$ cat src/rtl/smcr_consts.svh
// constants for the synthesizer main control register block
`ifndef SMCR_CONSTS_SVH
`define SMCR_CONSTS_SVH

`define SMCR_IDX_W        7
`define SMCR_IDX_MAIN     7'h00
`define SMCR_IDX_STATUS   7'h73
`define SMCR_REG_W        16
`define SMCR_MAIN_RST     16'h200c
`define SMCR_BIT_PSYNC    14
`define SMCR_BIT_MUTE     9
`define SMCR_BIT_SPD_HI   8
`define SMCR_BIT_SPD_LO   7
`define SMCR_BIT_CAL      3
`define SMCR_BIT_OSEL     2
`define SMCR_BIT_RESET    1
`define SMCR_BIT_SLEEP    0
`define SMCR_ST_CAL_BUSY  0
`define SMCR_ST_LOCK      1
`define SMCR_ST_IN_RESET  2

`endif

$ cat src/rtl/smcr_pkg.sv
// types for the synthesizer main control register block
`default_nettype none
package smcr_pkg;
	typedef enum logic [0:0]
	{
		SMCR_PH_IDLE = 1'b0,
		SMCR_PH_DATA = 1'b1
	} smcr_phase_t;
	typedef logic [15:0] smcr_word_t;
endpackage : smcr_pkg
`default_nettype wire

$ cat src/rtl/smcr_regbus_if.sv
// register access path between the bus slave and the register bank
`timescale 1ns/1ps
`default_nettype none
interface smcr_regbus_if;
	logic        wr;
	logic [6:0]  wr_idx;
	logic [15:0] wr_data;
	logic [6:0]  rd_idx;
	logic [15:0] rd_data;
	modport slave (output wr, output wr_idx, output wr_data, output rd_idx, input rd_data);
	modport regs  (input wr, input wr_idx, input wr_data, input rd_idx, output rd_data);
endinterface : smcr_regbus_if
`default_nettype wire

$ cat src/rtl/smcr_ahb_slave.sv
// zero-wait AHB-Lite slave feeding the register bank
`timescale 1ns/1ps
`default_nettype none
`include "smcr_consts.svh"
module smcr_ahb_slave
	import smcr_pkg::*;
(
	input  wire logic        i_mclk,
	input  wire logic        i_rstn,
	input  wire logic        i_hsel,
	input  wire logic [31:0] i_haddr,
	input  wire logic [1:0]  i_htrans,
	input  wire logic        i_hwrite,
	input  wire logic [2:0]  i_hsize,
	input  wire logic [31:0] i_hwdata,
	input  wire logic        i_hready,
	output logic      [31:0] o_hrdata,
	output logic             o_hreadyout,
	output logic             o_hresp,
	smcr_regbus_if.slave     bus
);
	smcr_phase_t             phase_q;
	logic                    wr_pend_q;
	logic [`SMCR_IDX_W-1:0]  idx_q;
	logic [31:0]             hrdata_q;
	logic                    take;

	// only word accesses are issued, so size is not decoded
	assign take        = i_hsel && i_htrans[1] && i_hready;
	assign bus.rd_idx  = i_haddr[`SMCR_IDX_W+1:2];
	assign bus.wr      = (phase_q == SMCR_PH_DATA) && wr_pend_q;
	assign bus.wr_idx  = idx_q;
	assign bus.wr_data = i_hwdata[`SMCR_REG_W-1:0];
	assign o_hrdata    = hrdata_q;
	assign o_hreadyout = 1'b1;
	assign o_hresp     = 1'b0;

	////////////////////////////////////////////////////////////////////////////
	always_ff @(posedge i_mclk)
	begin
		if (!i_rstn)
		begin
			phase_q   <= SMCR_PH_IDLE;
			wr_pend_q <= 1'b0;
			idx_q     <= '0;
		end
		else
		begin
			phase_q   <= take ? SMCR_PH_DATA : SMCR_PH_IDLE;
			wr_pend_q <= take && i_hwrite;
			if (take)
				idx_q <= i_haddr[`SMCR_IDX_W+1:2];
		end
	end

	// read data latched at the address edge so it stands through the data phase
	always_ff @(posedge i_mclk)
	begin
		if (!i_rstn)
			hrdata_q <= 32'h0000_0000;
		else if (take && !i_hwrite)
			hrdata_q <= {16'h0000, bus.rd_data};
	end
endmodule : smcr_ahb_slave
`default_nettype wire

$ cat src/rtl/smcr_main_ctrl.sv
// synthesizer main control register with its control outputs
`timescale 1ns/1ps
`default_nettype none
`include "smcr_consts.svh"
module smcr_main_ctrl
	import smcr_pkg::*;
(
	input  wire logic        i_mclk,
	input  wire logic        i_rstn,
	input  wire logic        i_hsel,
	input  wire logic [31:0] i_haddr,
	input  wire logic [1:0]  i_htrans,
	input  wire logic        i_hwrite,
	input  wire logic [2:0]  i_hsize,
	input  wire logic [31:0] i_hwdata,
	input  wire logic        i_hready,
	output logic      [31:0] o_hrdata,
	output logic             o_hreadyout,
	output logic             o_hresp,
	input  wire logic        i_cal_busy,
	input  wire logic        i_lock_detect,
	input  wire logic        i_readback_data,
	output logic             o_phase_sync_enable,
	output logic             o_sync_pulse,
	output logic             o_rf_output_first_mute,
	output logic             o_rf_output_second_mute,
	output logic [1:0]       o_calibration_pd_speed,
	output logic             o_calibration_trigger,
	output logic             o_multiplexed_output_pin,
	output logic             o_device_reset,
	output logic             o_device_sleep
);
	smcr_regbus_if           rbus ();
	smcr_word_t              main_q;
	smcr_word_t              main_d;
	logic                    main_wr;
	logic                    leave_reset;
	logic                    sync_q;
	logic                    cal_q;
	logic                    mux_q;
	logic                    mute_q;

	////////////////////////////////////////////////////////////////////////////
	smcr_ahb_slave u_slave
	(
		.i_mclk      (i_mclk),
		.i_rstn      (i_rstn),
		.i_hsel      (i_hsel),
		.i_haddr     (i_haddr),
		.i_htrans    (i_htrans),
		.i_hwrite    (i_hwrite),
		.i_hsize     (i_hsize),
		.i_hwdata    (i_hwdata),
		.i_hready    (i_hready),
		.o_hrdata    (o_hrdata),
		.o_hreadyout (o_hreadyout),
		.o_hresp     (o_hresp),
		.bus         (rbus)
	);

	////////////////////////////////////////////////////////////////////////////
	function automatic smcr_word_t read_word(input logic [`SMCR_IDX_W-1:0] idx);
		smcr_word_t v;
		v = '0;
		if (idx == `SMCR_IDX_MAIN)
			v = main_q;
		else if (idx == `SMCR_IDX_STATUS)
		begin
			v[`SMCR_ST_CAL_BUSY] = i_cal_busy;
			v[`SMCR_ST_LOCK]     = i_lock_detect;
			v[`SMCR_ST_IN_RESET] = main_q[`SMCR_BIT_RESET];
		end
		return v;
	endfunction : read_word

	// a read right behind a write to the same word must see the new value
	assign rbus.rd_data = (main_wr && (rbus.rd_idx == `SMCR_IDX_MAIN))
	                      ? main_d
	                      : read_word(rbus.rd_idx);
	assign main_wr      = rbus.wr && (rbus.wr_idx == `SMCR_IDX_MAIN);
	// a reset write still keeps bit 1 so the host sees the block held in reset
	assign main_d       = rbus.wr_data[`SMCR_BIT_RESET]
	                      ? (`SMCR_MAIN_RST | 16'h0002)
	                      : rbus.wr_data;
	assign leave_reset  = !rbus.wr_data[`SMCR_BIT_RESET];

	////////////////////////////////////////////////////////////////////////////
	always_ff @(posedge i_mclk)
	begin
		if (!i_rstn)
			main_q <= `SMCR_MAIN_RST;
		else if (main_wr)
			main_q <= main_d;
	end

	// sync pulse only on a rising phase-sync bit, never while held in reset
	always_ff @(posedge i_mclk)
	begin
		if (!i_rstn)
			sync_q <= 1'b0;
		else
			sync_q <= main_wr && leave_reset && rbus.wr_data[`SMCR_BIT_PSYNC]
			          && !main_q[`SMCR_BIT_PSYNC];
	end

	always_ff @(posedge i_mclk)
	begin
		if (!i_rstn)
			cal_q <= 1'b0;
		else
			cal_q <= main_wr && leave_reset && rbus.wr_data[`SMCR_BIT_CAL];
	end

	// mute follows the calibration busy flag one cycle late while the mute bit (bit 9) is set, to keep it glitch free
	always_ff @(posedge i_mclk)
	begin
		if (!i_rstn)
			mute_q <= 1'b0;
		else
			mute_q <= main_q[`SMCR_BIT_MUTE] && i_cal_busy;
	end

	always_ff @(posedge i_mclk)
	begin
		if (!i_rstn)
			mux_q <= 1'b0;
		else if (main_q[`SMCR_BIT_OSEL])
			mux_q <= i_lock_detect;
		else
			mux_q <= i_readback_data;
	end

	assign o_phase_sync_enable      = main_q[`SMCR_BIT_PSYNC];
	assign o_sync_pulse             = sync_q;
	assign o_rf_output_first_mute   = mute_q;
	assign o_rf_output_second_mute  = mute_q;
	assign o_calibration_pd_speed   = main_q[`SMCR_BIT_SPD_HI:`SMCR_BIT_SPD_LO];
	assign o_calibration_trigger    = cal_q;
	assign o_multiplexed_output_pin = mux_q;
	assign o_device_reset           = main_q[`SMCR_BIT_RESET];
	assign o_device_sleep           = main_q[`SMCR_BIT_SLEEP];
endmodule : smcr_main_ctrl
`default_nettype wire

$ cat config.mk
export PLATFORM = sky130hd
export DESIGN_NAME = smcr_main_ctrl
export DESIGN_NICKNAME = d
export VERILOG_FILES = /design/src/rtl/smcr_pkg.sv /design/src/rtl/smcr_regbus_if.sv /design/src/rtl/smcr_ahb_slave.sv /design/src/rtl/smcr_main_ctrl.sv
export VERILOG_INCLUDE_DIRS = /design/src /design/src/rtl
export SDC_FILE = /design/constraint.sdc
export NUM_CORES = 1
export LEC_CHECK = 0
export ABC_CLOCK_PERIOD_IN_PS = 3600
export BUFFER_PORTS_ARGS = -buffer_cell sky130_fd_sc_hd__buf_4
export CAP_MARGIN = 40
export CORE_MARGIN = 8
export CORE_UTILIZATION = 38
export CTS_CLUSTER_DIAMETER = 150
export CTS_CLUSTER_SIZE = 30
export DETAILED_ROUTE_END_ITERATION = 8
export GPL_TIMING_DRIVEN = 0
export HOLD_SLACK_MARGIN = 0.06
export PLACE_DENSITY = 0.77
export SLEW_MARGIN = 20
export SYNTH_ARGS = -nofsm -noshare
export SYNTH_HDL_FRONTEND = slang
export SYNTH_HIERARCHICAL = 1
export SYNTH_SLANG_ARGS = --single-unit
$ cat constraint.sdc
create_clock -name i_mclk -period 3.6 [get_ports i_mclk]
set_input_delay 0 -clock i_mclk [delete_from_list [all_inputs] [get_ports i_mclk]]
set_output_delay 0 -clock i_mclk [all_outputs]
set_load 0.03 [all_outputs]
# Word-level counts from Yosys, hierarchy flattened
# Cells that the tools add are included.
dict set report op_classes {
  n_reduce_logical 17
  mux 7
  n_eq_ne 1
}
# op count
set ops {}
lappend ops {{two-way mux 16 bit} 2}
lappend ops {{zero test 7 bit} 2}
lappend ops {{two-way mux 13 bit} 1}
lappend ops {{logical AND 1 bit} 12}
lappend ops {{equality test 7 bit, second input constant} 1}
lappend ops {{two-way mux 3 bit} 2}
lappend ops {{zero test 1 bit} 3}
lappend ops {{two-way mux 1 bit} 2}
dict set report totals {
  reg_bits 45
  in_bits 77
  out_inout_bits 44
}

# Logic depth before layout (Yosys ltp)
# Gate-level depths: netlist of run 1.
dict set report logic_depth {
  depth_word 5
  mapped_depth 8
  mapped_depth_nobuf 7
}

# Modules after synthesis
# Netlist of run 1, hierarchy kept.
# module cells_each n_inst area_each_um2 seq_area_each_um2
set modules_own_cells {}
lappend modules_own_cells {smcr_ahb_slave 150 1 1313.8 500.5}
lappend modules_own_cells {smcr_main_ctrl 108 1 1004.7 400.4}

# Least setup slack after synthesis of run 1
# Ideal clock, no wire load.
dict set report synth_timing {
  path_kind {register to register}
  start {register u_slave.idx_q[1], in the netlist u_slave/bus.wr_idx[1]}
  end {register u_slave.hrdata_q[1], in the netlist u_slave/o_hrdata[1]}
  stages_incl_launch_ff 8
  arrival_ps 1389
  required_ps 3528
  setup_slack_ps 2140
  synth_period_minus_slack_ps 1460
  cell_sequence {dfxtp_1 nor4_4 nand2_4 buf_6 mux2i_1 o2bb2ai_1 nand2_1 mux2i_1}
}
dict set report synth_via {
  elab_chain_len 4
}
# element line
set synth_lines {}
lappend synth_lines {{from (decl)} smcr_ahb_slave.sv:24} ;# logic [`SMCR_IDX_W-1:0] idx_q;
lappend synth_lines {{from (signal assigned)} smcr_ahb_slave.sv:52} ;# idx_q <= i_haddr[`SMCR_IDX_W+1:2];
lappend synth_lines {{zero test 7 bit (no line)} n/a}
lappend synth_lines {{logical AND 1 bit} smcr_main_ctrl.sv:80} ;# assign main_wr = rbus.wr && (rbus.wr_idx == `SMCR_IDX_MAIN);
lappend synth_lines {{logical AND 1 bit} smcr_main_ctrl.sv:77} ;# assign rbus.rd_data = (main_wr && (rbus.rd_idx == `SMCR_IDX_MAIN))
lappend synth_lines {{two-way mux 16 bit} smcr_main_ctrl.sv:77}
lappend synth_lines {{named net rbus.rd_data[1]} smcr_regbus_if.sv:9} ;# logic [15:0] rd_data;
lappend synth_lines {{to (signal assigned)} smcr_ahb_slave.sv:62} ;# hrdata_q <= {16'h0000, bus.rd_data};
lappend synth_lines {{to (decl)} smcr_ahb_slave.sv:25} ;# logic [31:0] hrdata_q;
# The timed path passes the listed nets, and every way through them passes these cells.
# A chain may end at the register's enable or synchronous reset.

# Worst setup path after layout of run 1
dict set report layout_timing {
  start {input port i_haddr[3]}
  end {register u_slave.hrdata_q[14], in the netlist u_slave/o_hrdata[14]}
}
dict set report layout_via {
  elab_chain_len 3
}
# element line
set layout_lines {}
lappend layout_lines {{from (decl)} smcr_main_ctrl.sv:11} ;# input wire logic [31:0] i_haddr,
lappend layout_lines {{zero test 7 bit (no line) (*)} n/a}
lappend layout_lines {{two-way mux 13 bit / logical AND 1 bit (equally long branches)} {smcr_main_ctrl.sv:65, smcr_main_ctrl.sv:77}}
lappend layout_lines {{two-way mux 16 bit (*)} smcr_main_ctrl.sv:77}
lappend layout_lines {{named net rbus.rd_data[14]} smcr_regbus_if.sv:9}
# The timed path passes the listed nets; every way through them passes the cells marked *.

==> metrics.yaml, run 1 <==
floorplanning:
  row_count: 28
  die_h_um: 94.1
  die_w_um: 94.1
  start_util_pct: 39.2
  die_area_sq_mm: 0.00886
  core-area_sq_mm: 0.00592
  io_pins: 121
route:
  routed_via_density: 4.40
  wl_mm: 5.56
  vias: 1834
  ant_nets: 0
  drc: 0
  first_pass_iters: 4
  wl_per_cell_um: 13.3
  dr.first_iter.drc_count: 62
power:
  p_int_uw: 783
  sw_frac_of_total_pct: 23.9
  leakage_uw: 0.00142
  combPwrFrac_pct: 13.8
  power_switching_uw: 246
  irDropWorstVdd_mv: 0.176
  seq_power_share_pct: 49.0
  power.density_mw_per_mm2: 334
  clkPwrFrac_pct: 37.2
critical_path:
  reg2reg_setup_slack_ps: 1910
  critPathRequiredTime_ps: 3830
  slowest_stage: "dlygate4sd3_1"
  cp.arrival_ps: 2000
  crit_path_end_kind: "register"
  cpMostUsedCell: "buf_4"
  worstPathMaxFanout: 10
  path_buf_inv: 4
  cpPeakStageDelay_ps: 550
  crit_chain: "dlygate4sd3_1, buf_4, buf_4, nor3_1, nand3_1, clkbuf_1, nor2_1, nand2_1, mux2i_1"
  cp_top_family: "buffers and inverters"
  critPathLaunchType: "input pin"
  critical_path_class: "input pin to register"
yosys:
  synth_cells: 258
  syn_area_sq_mm: 0.00232
  synth-seq-area-share_pct: 38.9
  synth.avg_cell_area_sq_um: 8.99
  synth_cell_types: 25
  ys_ff_latch: 45
  yosysWarnings: 6
  synth-async-reset-ratio_pct: 0
  synth_edf_count: 0
  synth_flop_cell: "dfxtp_1"
sta:
  final.setup.worst_slack_ps: 1830
  setup_viol: 0
  max_freq_ghz: 0.563
  fin_worst_skew_ps: 10.5
  drv_slew: 0
  tightest_slew_ps: 507
  finalCritPeriodShare_pct: 49.3
  rsz0062_at_grt: "false"
  hold_viol_final: 0
  slew_headroom_pct: 66.2
  whs_ps: 95.1
  tns_ps: 0
  fin_crit_ps: 1770
run_status:
  status: "complete, no violations"
clock_tree:
  htreeDepth: 2
  clk_pin_slew_ps: 90
  clock_sinks: 45
  cts_root_buf: "clkbuf_8"
  post_cts_buffers: 0
  cts_resized: 0
  tritoncts: "done"
  ctsLongestPathBuffers: 2
  cts_buffers: 5
  insertion_delay_ps: 300
worst_hold_path:
  hold_path.class: "input pin to register"
grt:
  track_usage_pct: 12.9
  grt-ovfl-total: 0
  grt_pass1_wl_mm: 9.09
  grt_max_degree: 15
  grt_pass1_vias: 2002
  antenna_found_initial: 0
layout:
  postLayoutCoreUtil_pct: 52.1
  drive_above_1_share_pct: 30.7
  num-nets-final: 418
  n_antenna_cell: 0
  finalInstanceArea_sq_mm: 0.00308
  syn_to_final_growth_pct: 33.0
placed_design:
  placed_cell_area_sq_mm: 0.00277
  io_buffers: 40
  post-dp-hpwl_mm: 4.14
  place_congestion: 0.749
  pre_cts_slack_ps: 1930
run:
  maxCapViolations: 0
cell usage after synthesis, drive strengths merged, types with 2 or more instances:
| library cell | instances | area share (%) |
|---|---|---|
| and2 | 2 | 0.54 |
| clkbuf | 6 | 0.97 |
| dfxtp | 45 | 39 |
| nand3 | 3 | 0.65 |
| buf | 51 | 17 |
| conb | 2 | 0.32 |
| nor2 | 17 | 2.8 |
| mux2i | 40 | 17 |
| nor2b | 26 | 7.0 |
| o2bb2ai | 3 | 1.1 |
| and3 | 3 | 0.86 |
| or2 | 3 | 0.81 |
| nand2 | 50 | 8.4 |
final timing paths:
check,end,start,cells past startpoint
worst min-delay path,u_slave/o_hrdata[1]$_SDFFE_PN0P_,i_lock_detect,4
worst max-delay path,u_slave/o_hrdata[14]$_SDFFE_PN0P_,i_haddr[3],9
worst min register to register,o_sync_pulse$_SDFF_PN0_,main_q[14]$_SDFFE_PN0N_,1
worst max register to register,u_slave/o_hrdata[0]$_SDFFE_PN0P_,u_slave/bus.wr_idx[5]$_SDFFE_PN0P_,7
area by class of cell:
class | count | area [sq um]
timing repair buffer | 60 | 500
buffer | 57 | 415
multi-input combinational | 171 | 1060
sequential | 45 | 901
clock inverter | 2 | 38.8
fill | 575 | 2840
tap | 75 | 93.8
inverter | 1 | 3.75
clock buffer | 6 | 72.6
metrics by stage:
step	instances	power [uW]
4_1_cts	417	1040
2_1_floorplan	274	613
5_1_grt	417	1070
3_3_place_gp	389	638
3_5_place_dp	389	640
6_report	417	1030
cells in the final DEF, fill, tap and decap left out, drive strengths merged, types with 2 or more instances in the layout:
cell,count
buf,91
nand2,50
dfxtp,45
mux2i,40
nor2b,26
dlygate4sd3,20
conb,18
nor2,17
clkbuf,12
nand3,3
or2,3
o2bb2ai,3
and3,3
and2,2
power by group through the flow:
stage / sequential [uW] / clock, uW / combinational, uW
2_1_floorplan: 517 / 0 / 95.7
3_3_place_gp: 516 / 0 / 122
3_5_place_dp: 516 / 0 / 124
4_1_cts: 504 / 396 / 141
5_1_grt: 505 / 412 / 153
6_report: 504 / 383 / 142
tightest hold or removal path, stage by stage:
cell and delay [ps]:
buf_4 120, o2bb2ai_1 110, nand2_1 50, mux2i_1 60
layer usage:
metal  share of wire [%]  track usage (%)  vias up
met5                   0                0        -
met4                 1.3             5.28        0
met3                 7.7             4.24        8
met2                  50             23.2       49
met1                  41             13.5      849
li1                    -                -      928
logic make-up after synthesis:
logic type,Yosys count,synth area share (%)
compound gates,3,1.13
buf+inv,58,18.1
flops,45,38.9
mux,40,17.3
other cells,2,0.324
simple gates,110,24.3
timing repair:
item,4_1_cts,5_1_grt
setup endpoints to repair,0,0
endpoints found under the hold margin,16,0
hold buffers,20,0
Power figures use the tool's default switching activity.
==> run 2, diff against run 1 <==
- ABC_CLOCK_PERIOD_IN_PS: 3600 -> 1600
- PLACE_DENSITY: 0.77 -> 0.8
- clock period: 3.6 -> 1.6 ns (I/O delays scaled with it)
==> run 2 against run 1 <==
Sequential share of layout area fell by 0.094 points. Clock skew fell by 4.2 ps. Via count fell by 0.16%. Critical path depth fell by 1. Count of clock-buffer cells in the layout rose by 1. Worst setup slack got worse by 1800 ps. Register-to-register slack got worse by 1900 ps. Cell area rose by 0.32%. Die area did not move. Core utilization rose by 0.17 points. Hold slack improved by 22 ps. Combinational power rose by 130%. Critical path type is now register to register.
==> metrics.yaml, run 2 (synthesis results as in run 1) <==
run_status:
  status: "complete, no violations"  # unchanged
sta:
  fin_worst_skew_ps: 6.26  # was 10.5 ps
  hold_viol_final: 0  # unchanged
  drv_slew: 0  # unchanged
  fin_crit_ps: 1580
  finalCritPeriodShare_pct: 99.0
  whs_ps: 117  # was 95.1 ps
  final.setup.worst_slack_ps: 15.2  # was 1830 ps
  max_freq_ghz: 0.631
  rsz0062_at_grt: "true"  # was false
  setup_viol: 0  # unchanged
  tns_ps: 0  # unchanged
clock_tree:
  clk_pin_slew_ps: 80  # was 90 ps
  cts_root_buf: "clkbuf_8"  # unchanged
  ctsLongestPathBuffers: 2  # unchanged
  htreeDepth: 2  # unchanged
  tritoncts: "done"  # unchanged
  clock_sinks: 45  # unchanged
  insertion_delay_ps: 290  # was 300 ps
  cts_buffers: 5  # unchanged
layout:
  n_antenna_cell: 0  # unchanged
  syn_to_final_growth_pct: 33.5  # was 33.0%
  num-nets-final: 421  # was 418
  finalInstanceArea_sq_mm: 0.00309  # was 0.00308 sq mm
  final_common_cell: "buf_4"  # unchanged
  nFillCells: 562  # was 575
  drive_above_1_share_pct: 31.3  # was 30.7%
  layout_common_cells: "buf_4, nand2_1, dfxtp_1"  # unchanged
floorplanning:
  die_w_um: 94.1  # unchanged
  die_h_um: 94.1  # unchanged
  die_area_sq_mm: 0.00886  # unchanged
  io_pins: 121  # unchanged
  core-area_sq_mm: 0.00592  # unchanged
  row_count: 28  # unchanged
  start_util_pct: 39.2  # unchanged
placed_design:
  post-dp-hpwl_mm: 4.15  # was 4.14 mm
  place_congestion: 0.789  # was 0.749
  pre_cts_slack_ps: -58.6  # was 1930 ps
  placed_cell_area_sq_mm: 0.00277  # unchanged
  io_buffers: 40  # unchanged
grt:
  grt_pass1_wl_mm: 9.00  # was 9.09 mm
  grt-ovfl-total: 0  # unchanged
  track_usage_pct: 12.7  # was 12.9%
  grt_pass1_vias: 1897  # was 2002
  grt_max_degree: 14  # was 15
  antenna_found_initial: 0  # unchanged
critical_path:
  critical_path_class: "register to register"  # was input pin to register
  reg2reg_setup_slack_ps: 20  # was 1910 ps
  r2r_end: "u_slave/o_hrdata[4]$_SDFFE_PN0P_"  # was u_slave/o_hrdata[0]$_SDFFE_PN0P_
  cp.arrival_ps: 1800  # was 2000 ps
  r2r_cells: 8  # was 7
  crit_path_end_kind: "register"  # unchanged
  worstPathMaxFanout: 6  # was 10
  critPathRequiredTime_ps: 1810  # was 3830 ps
  critPathLaunchType: "register"  # was input pin
  critical_path.reg2reg.startpoint: "u_slave/bus.wr_idx[2]$_SDFFE_PN0P_"  # was u_slave/bus.wr_idx[5]$_SDFFE_PN0P_
route:
  drc: 0  # unchanged
  ant_nets: 0  # unchanged
  wl_mm: 5.57  # was 5.56 mm
  first_pass_iters: 4  # unchanged
  routed_via_density: 4.36  # was 4.40
  vias: 1831  # was 1834
  wl_per_cell_um: 13.3  # about the same
  dr.first_iter.drc_count: 73  # was 62
worst_hold_path:
  hold_start: "i_hwdata[9]"  # was i_lock_detect
  min_to: "main_q[9]$_SDFFE_PN0N_"  # was u_slave/o_hrdata[1]$_SDFFE_PN0P_
  whs_path_depth: 4  # unchanged
  hold_path.class: "input pin to register"  # unchanged
power:
  power_switching_uw: 531  # was 246 uW
  leakage_uw: 0.00142  # about the same
  sw_frac_of_total_pct: 24.8  # was 23.9%
  p_int_uw: 1610  # was 783 uW
  power.density_mw_per_mm2: 691  # was 334 mW/mm^2
  clkPwrFrac_pct: 31.6  # was 37.2%
  combPwrFrac_pct: 15.3  # was 13.8%
  irDropWorstVdd_mv: 0.311  # was 0.176 mV
  seq_power_share_pct: 53.1  # was 49.0%
run:
  maxCapViolations: 0  # unchanged
==> run 2: repair_timing <==
item,CTS,global route
setup buffers,2,1
setup endpoints to repair,6,8
hold buffers,20,0
endpoints found under the hold margin,16,0
resized for setup,0,4
pin swaps,1,2
==> run 2: metal layers <==
metal	vias up	share of wire [%]	routed length, um	track usage [%]
li1	936	-	-	-
met1	824	42	2370	14.4
met2	61	48	2670	21.4
met3	10	7.7	430	4.64
met4	0	1.9	104	4.62
met5	-	0	0	0
==> run 2: worst max path at each step <==
stage / start / to / slack (ps) / cells past startpoint
after CTS: u_slave/bus.wr_idx[2]$_SDFFE_PN0P_ / u_slave/o_hrdata[1]$_SDFFE_PN0P_ / 40 / 7
after global placement: u_slave/bus.wr_idx[1]$_SDFFE_PN0P_ / u_slave/o_hrdata[0]$_SDFFE_PN0P_ / -30 / 7
after floorplan: u_slave/bus.wr_idx[1]$_SDFFE_PN0P_ / u_slave/o_hrdata[1]$_SDFFE_PN0P_ / 140 / 7
after detailed placement: u_slave/bus.wr_idx[1]$_SDFFE_PN0P_ / u_slave/o_hrdata[1]$_SDFFE_PN0P_ / -60 / 7
after global routing: u_slave/phase_q$_SDFF_PN0_ / u_slave/o_hrdata[1]$_SDFFE_PN0P_ / -140 / 8
final: u_slave/bus.wr_idx[2]$_SDFFE_PN0P_ / u_slave/o_hrdata[4]$_SDFFE_PN0P_ / 20 / 8
==> run 2: critical path, stage by stage, from the launching register on <==
cell and delay [ps]:
dfxtp_1 340, nor4_4 370, nand2_4 90, buf_4 150
buf_8 130, mux2i_1 130, nor2_1 90, nand2_1 60
mux2i_1 160
==> run 2: area by class of cell <==
type,instances,area [sq um],area share [%]
multi-input cells,171,1060,34.3
clock buffers,7,76.3,2.47
flip-flops and latches,45,901,29.1
inverters,1,3.75,0.121
repair buffers,63,531,17.1
clock inverters,1,7.51,0.243
plain buffers,57,419,13.5
well taps,75,93.8,3.03
==> run 2: per-stage QoR <==
step           total power, uW  cells  util, %
6_report                  2140    420     52.3
2_1_floorplan             1380    274        -
3_3_place_gp              1430    389     46.8
3_5_place_dp              1440    389     46.8
5_1_grt                   2220    420     52.3
4_1_cts                   2140    419     51.9
==> run 2: power by group through the flow <==
| stage | sequential (uW) | combinational (uW) | clock (uW) |
|---|---|---|---|
| finish | 1130 | 327 | 676 |
| global route | 1140 | 350 | 733 |
| CTS | 1130 | 320 | 690 |
| global placement | 1160 | 273 | 0 |
| floorplan | 1160 | 215 | 0 |
| detailed placement | 1160 | 277 | 0 |
==> run 3, diff against run 2 <==
- CORE_UTILIZATION: 38 -> 41
- PLACE_DENSITY: 0.8 -> 0.85
==> run 3 against run 2 <==
The flow now finishes with violations (setup timing). Final cell count down 0.48%. Critical path depth unchanged. First-iteration DRC count up 34%. Combinational power up 5%. Count of clock-buffer cells in the layout down 2. Largest power group unchanged.
==> metrics.yaml, run 3 (synthesis results as in run 1) <==
layout:
  layout_common_cells: "buf_4, nand2_1, dfxtp_1"  # unchanged
  multiInputGateArea_sq_mm: 0.00108  # was 0.00106 sq mm
  seq_area_sq_um: 903  # was 901 sq um
  nFillCells: 460  # was 562
  postLayoutCoreUtil_pct: 57.9  # was 52.3%
  final_common_cell: "buf_4"  # unchanged
  num-nets-final: 422  # was 421
  drive_above_1_share_pct: 33.8  # was 31.3%
  n_antenna_cell: 0  # unchanged
  syn_to_final_growth_pct: 36.8  # was 33.5%
sta:
  final.setup.worst_slack_ps: -82.5  # was 15.2 ps
  tightest_slew_ps: 526
  fin_crit_ps: 1680  # was 1580 ps
  tns_ps: -125  # was 0 ps
  max_freq_ghz: 0.594  # was 0.631 GHz
  whs_ps: 110  # was 117 ps
  slew_headroom_pct: 65.0
  rsz0062_at_grt: "true"  # unchanged
  setup_viol: 2  # was 0
  finalCritPeriodShare_pct: 105  # was 99.0%
  fin_worst_skew_ps: 11.3  # was 6.26 ps
  drv_slew: 0  # unchanged
  hold_viol_final: 0  # unchanged
critical_path:
  critical_path.reg2reg.startpoint: "u_slave/bus.wr_idx[1]$_SDFFE_PN0P_"  # was u_slave/bus.wr_idx[2]$_SDFFE_PN0P_
  r2r_end: "u_slave/o_hrdata[0]$_SDFFE_PN0P_"  # was u_slave/o_hrdata[4]$_SDFFE_PN0P_
  cp.arrival_ps: 1910  # was 1800 ps
  critPathRequiredTime_ps: 1830  # was 1810 ps
  reg2reg_setup_slack_ps: -80  # was 20 ps
  worstPathMaxFanout: 10  # was 6
  critical_path_class: "register to register"  # unchanged
  critPathLaunchType: "register"  # unchanged
  startpoint: "u_slave/bus.wr_idx[1]$_SDFFE_PN0P_"  # was u_slave/bus.wr_idx[2]$_SDFFE_PN0P_
  crit_path_end_kind: "register"  # unchanged
  r2r_cells: 8  # unchanged
floorplanning:
  die_area_sq_mm: 0.00832  # was 0.00886 sq mm
  start_util_pct: 42.4  # was 39.2%
  row_count: 27  # was 28
  die_h_um: 91.2  # was 94.1 um
  die_w_um: 91.2  # was 94.1 um
  core-area_sq_mm: 0.00547  # was 0.00592 sq mm
  io_pins: 121  # unchanged
placed_design:
  place_congestion: 0.788  # was 0.789
  io_buffers: 40  # unchanged
  post-dp-hpwl_mm: 4.05  # was 4.15 mm
clock_tree:
  cts_root_buf: "clkbuf_8"  # unchanged
  clk_pin_slew_ps: 90  # was 80 ps
  tritoncts: "done"  # unchanged
  ctsLongestPathBuffers: 2  # unchanged
  clock_sinks: 45  # unchanged
  insertion_delay_ps: 300  # was 290 ps
  htreeDepth: 2  # unchanged
  cts_buffers: 5  # unchanged
grt:
  grt_pass1_wl_mm: 9.93  # was 9.00 mm
  grt_max_degree: 15  # was 14
  grt_pass1_vias: 2042  # was 1897
  antenna_found_initial: 0  # unchanged
  track_usage_pct: 14.9  # was 12.7%
  grt-ovfl-total: 0  # unchanged
worst_hold_path:
  whs_path_depth: 4  # unchanged
  hold_path.class: "input pin to register"  # unchanged
  hold_start: "i_hwdata[9]"  # unchanged
  min_to: "main_q[9]$_SDFFE_PN0N_"  # unchanged
run:
  maxCapViolations: 0  # unchanged
power:
  irDropWorstVdd_mv: 0.364  # was 0.311 mV
  power.density_mw_per_mm2: 789  # was 691 mW/mm^2
  leakage_uw: 0.00144  # was 0.00142 uW
route:
  drc: 0  # unchanged
  wl_per_cell_um: 15.5  # was 13.3 um
  ant_nets: 0  # unchanged
  routed_via_density: 4.63  # was 4.36
  first_pass_iters: 4  # unchanged
  wl_mm: 6.48  # was 5.57 mm
  dr.first_iter.drc_count: 98  # was 73
  vias: 1937  # was 1831
run_status:
  status: "finished, violations left"  # was complete, no violations
  violations: "setup timing"
==> run 3: cell types whose count changed in the layout (fill, tap and decap cells not counted), sizes merged <==
cell	delta
bufinv	+2
clkbuf	-2
clkinv	+1
clkinvlp	-1
dlygate4sd3	+1
==> run 3: how the worst max path moves through the flow <==
stage | to | slack [ps]
5_1_grt | u_slave/o_hrdata[0]$_SDFFE_PN0P_ | -150
3_3_place_gp | u_slave/o_hrdata[0]$_SDFFE_PN0P_ | -20
6_report | u_slave/o_hrdata[0]$_SDFFE_PN0P_ | -80
4_1_cts | u_slave/o_hrdata[2]$_SDFFE_PN0P_ | 2
2_1_floorplan | u_slave/o_hrdata[1]$_SDFFE_PN0P_ | 140
3_5_place_dp | u_slave/o_hrdata[0]$_SDFFE_PN0P_ | -70
==> run 3: metal layers <==
layer	track usage [%]	up-vias	wire length, um
li1	-	936	-
met1	15.2	890	2510
met2	25.3	86	3200
met3	5.02	25	453
met4	10.1	0	317
met5	0	-	0
==> run 3: timing repair <==
action,in CTS,in global routing
pin swaps,1,5
hold endpoints to repair,16,0
setup endpoints to repair,9,16
buffers inserted,2,1
gates cloned,0,0
gates resized for setup,0,11
hold buffers,21,0
==> run 3: cell type report <==
type	instances	area share, %
multi-input combinational	171	34.1
sequential	45	28.5
timing repair buffer	64	16.8
buffer	57	13.4
tap	72	2.84
clock buffer	5	2.17
clock inverter	3	2.05
inverter	1	0.118
==> run 3: power by group <==
group	switching [uW]	internal, uW
registers	8.04	1130
logic	168	175
clock network	402	621
total	578	1920
==> run 3: critical path, cell delays in order (launching register included) <==
cell,delay (ps)
dfxtp_2,350
nor4_4,260
buf_4,180
nand2_4,70
buf_12,170
mux2i_1,150
o2bb2ai_1,180
nand2_1,90
mux2i_1,170
==> run 3: stage by stage <==
stage	instances	area [sq um]	total power [uW]	worst slack [ps]
global placement	386	2770	1430	-20.9
CTS	417	3130	2480	1.99
floorplan	274	2380	1380	140
finish	418	3170	2500	-82.5
global route	418	3170	2580	-151
detailed placement	386	2770	1440	-71.4
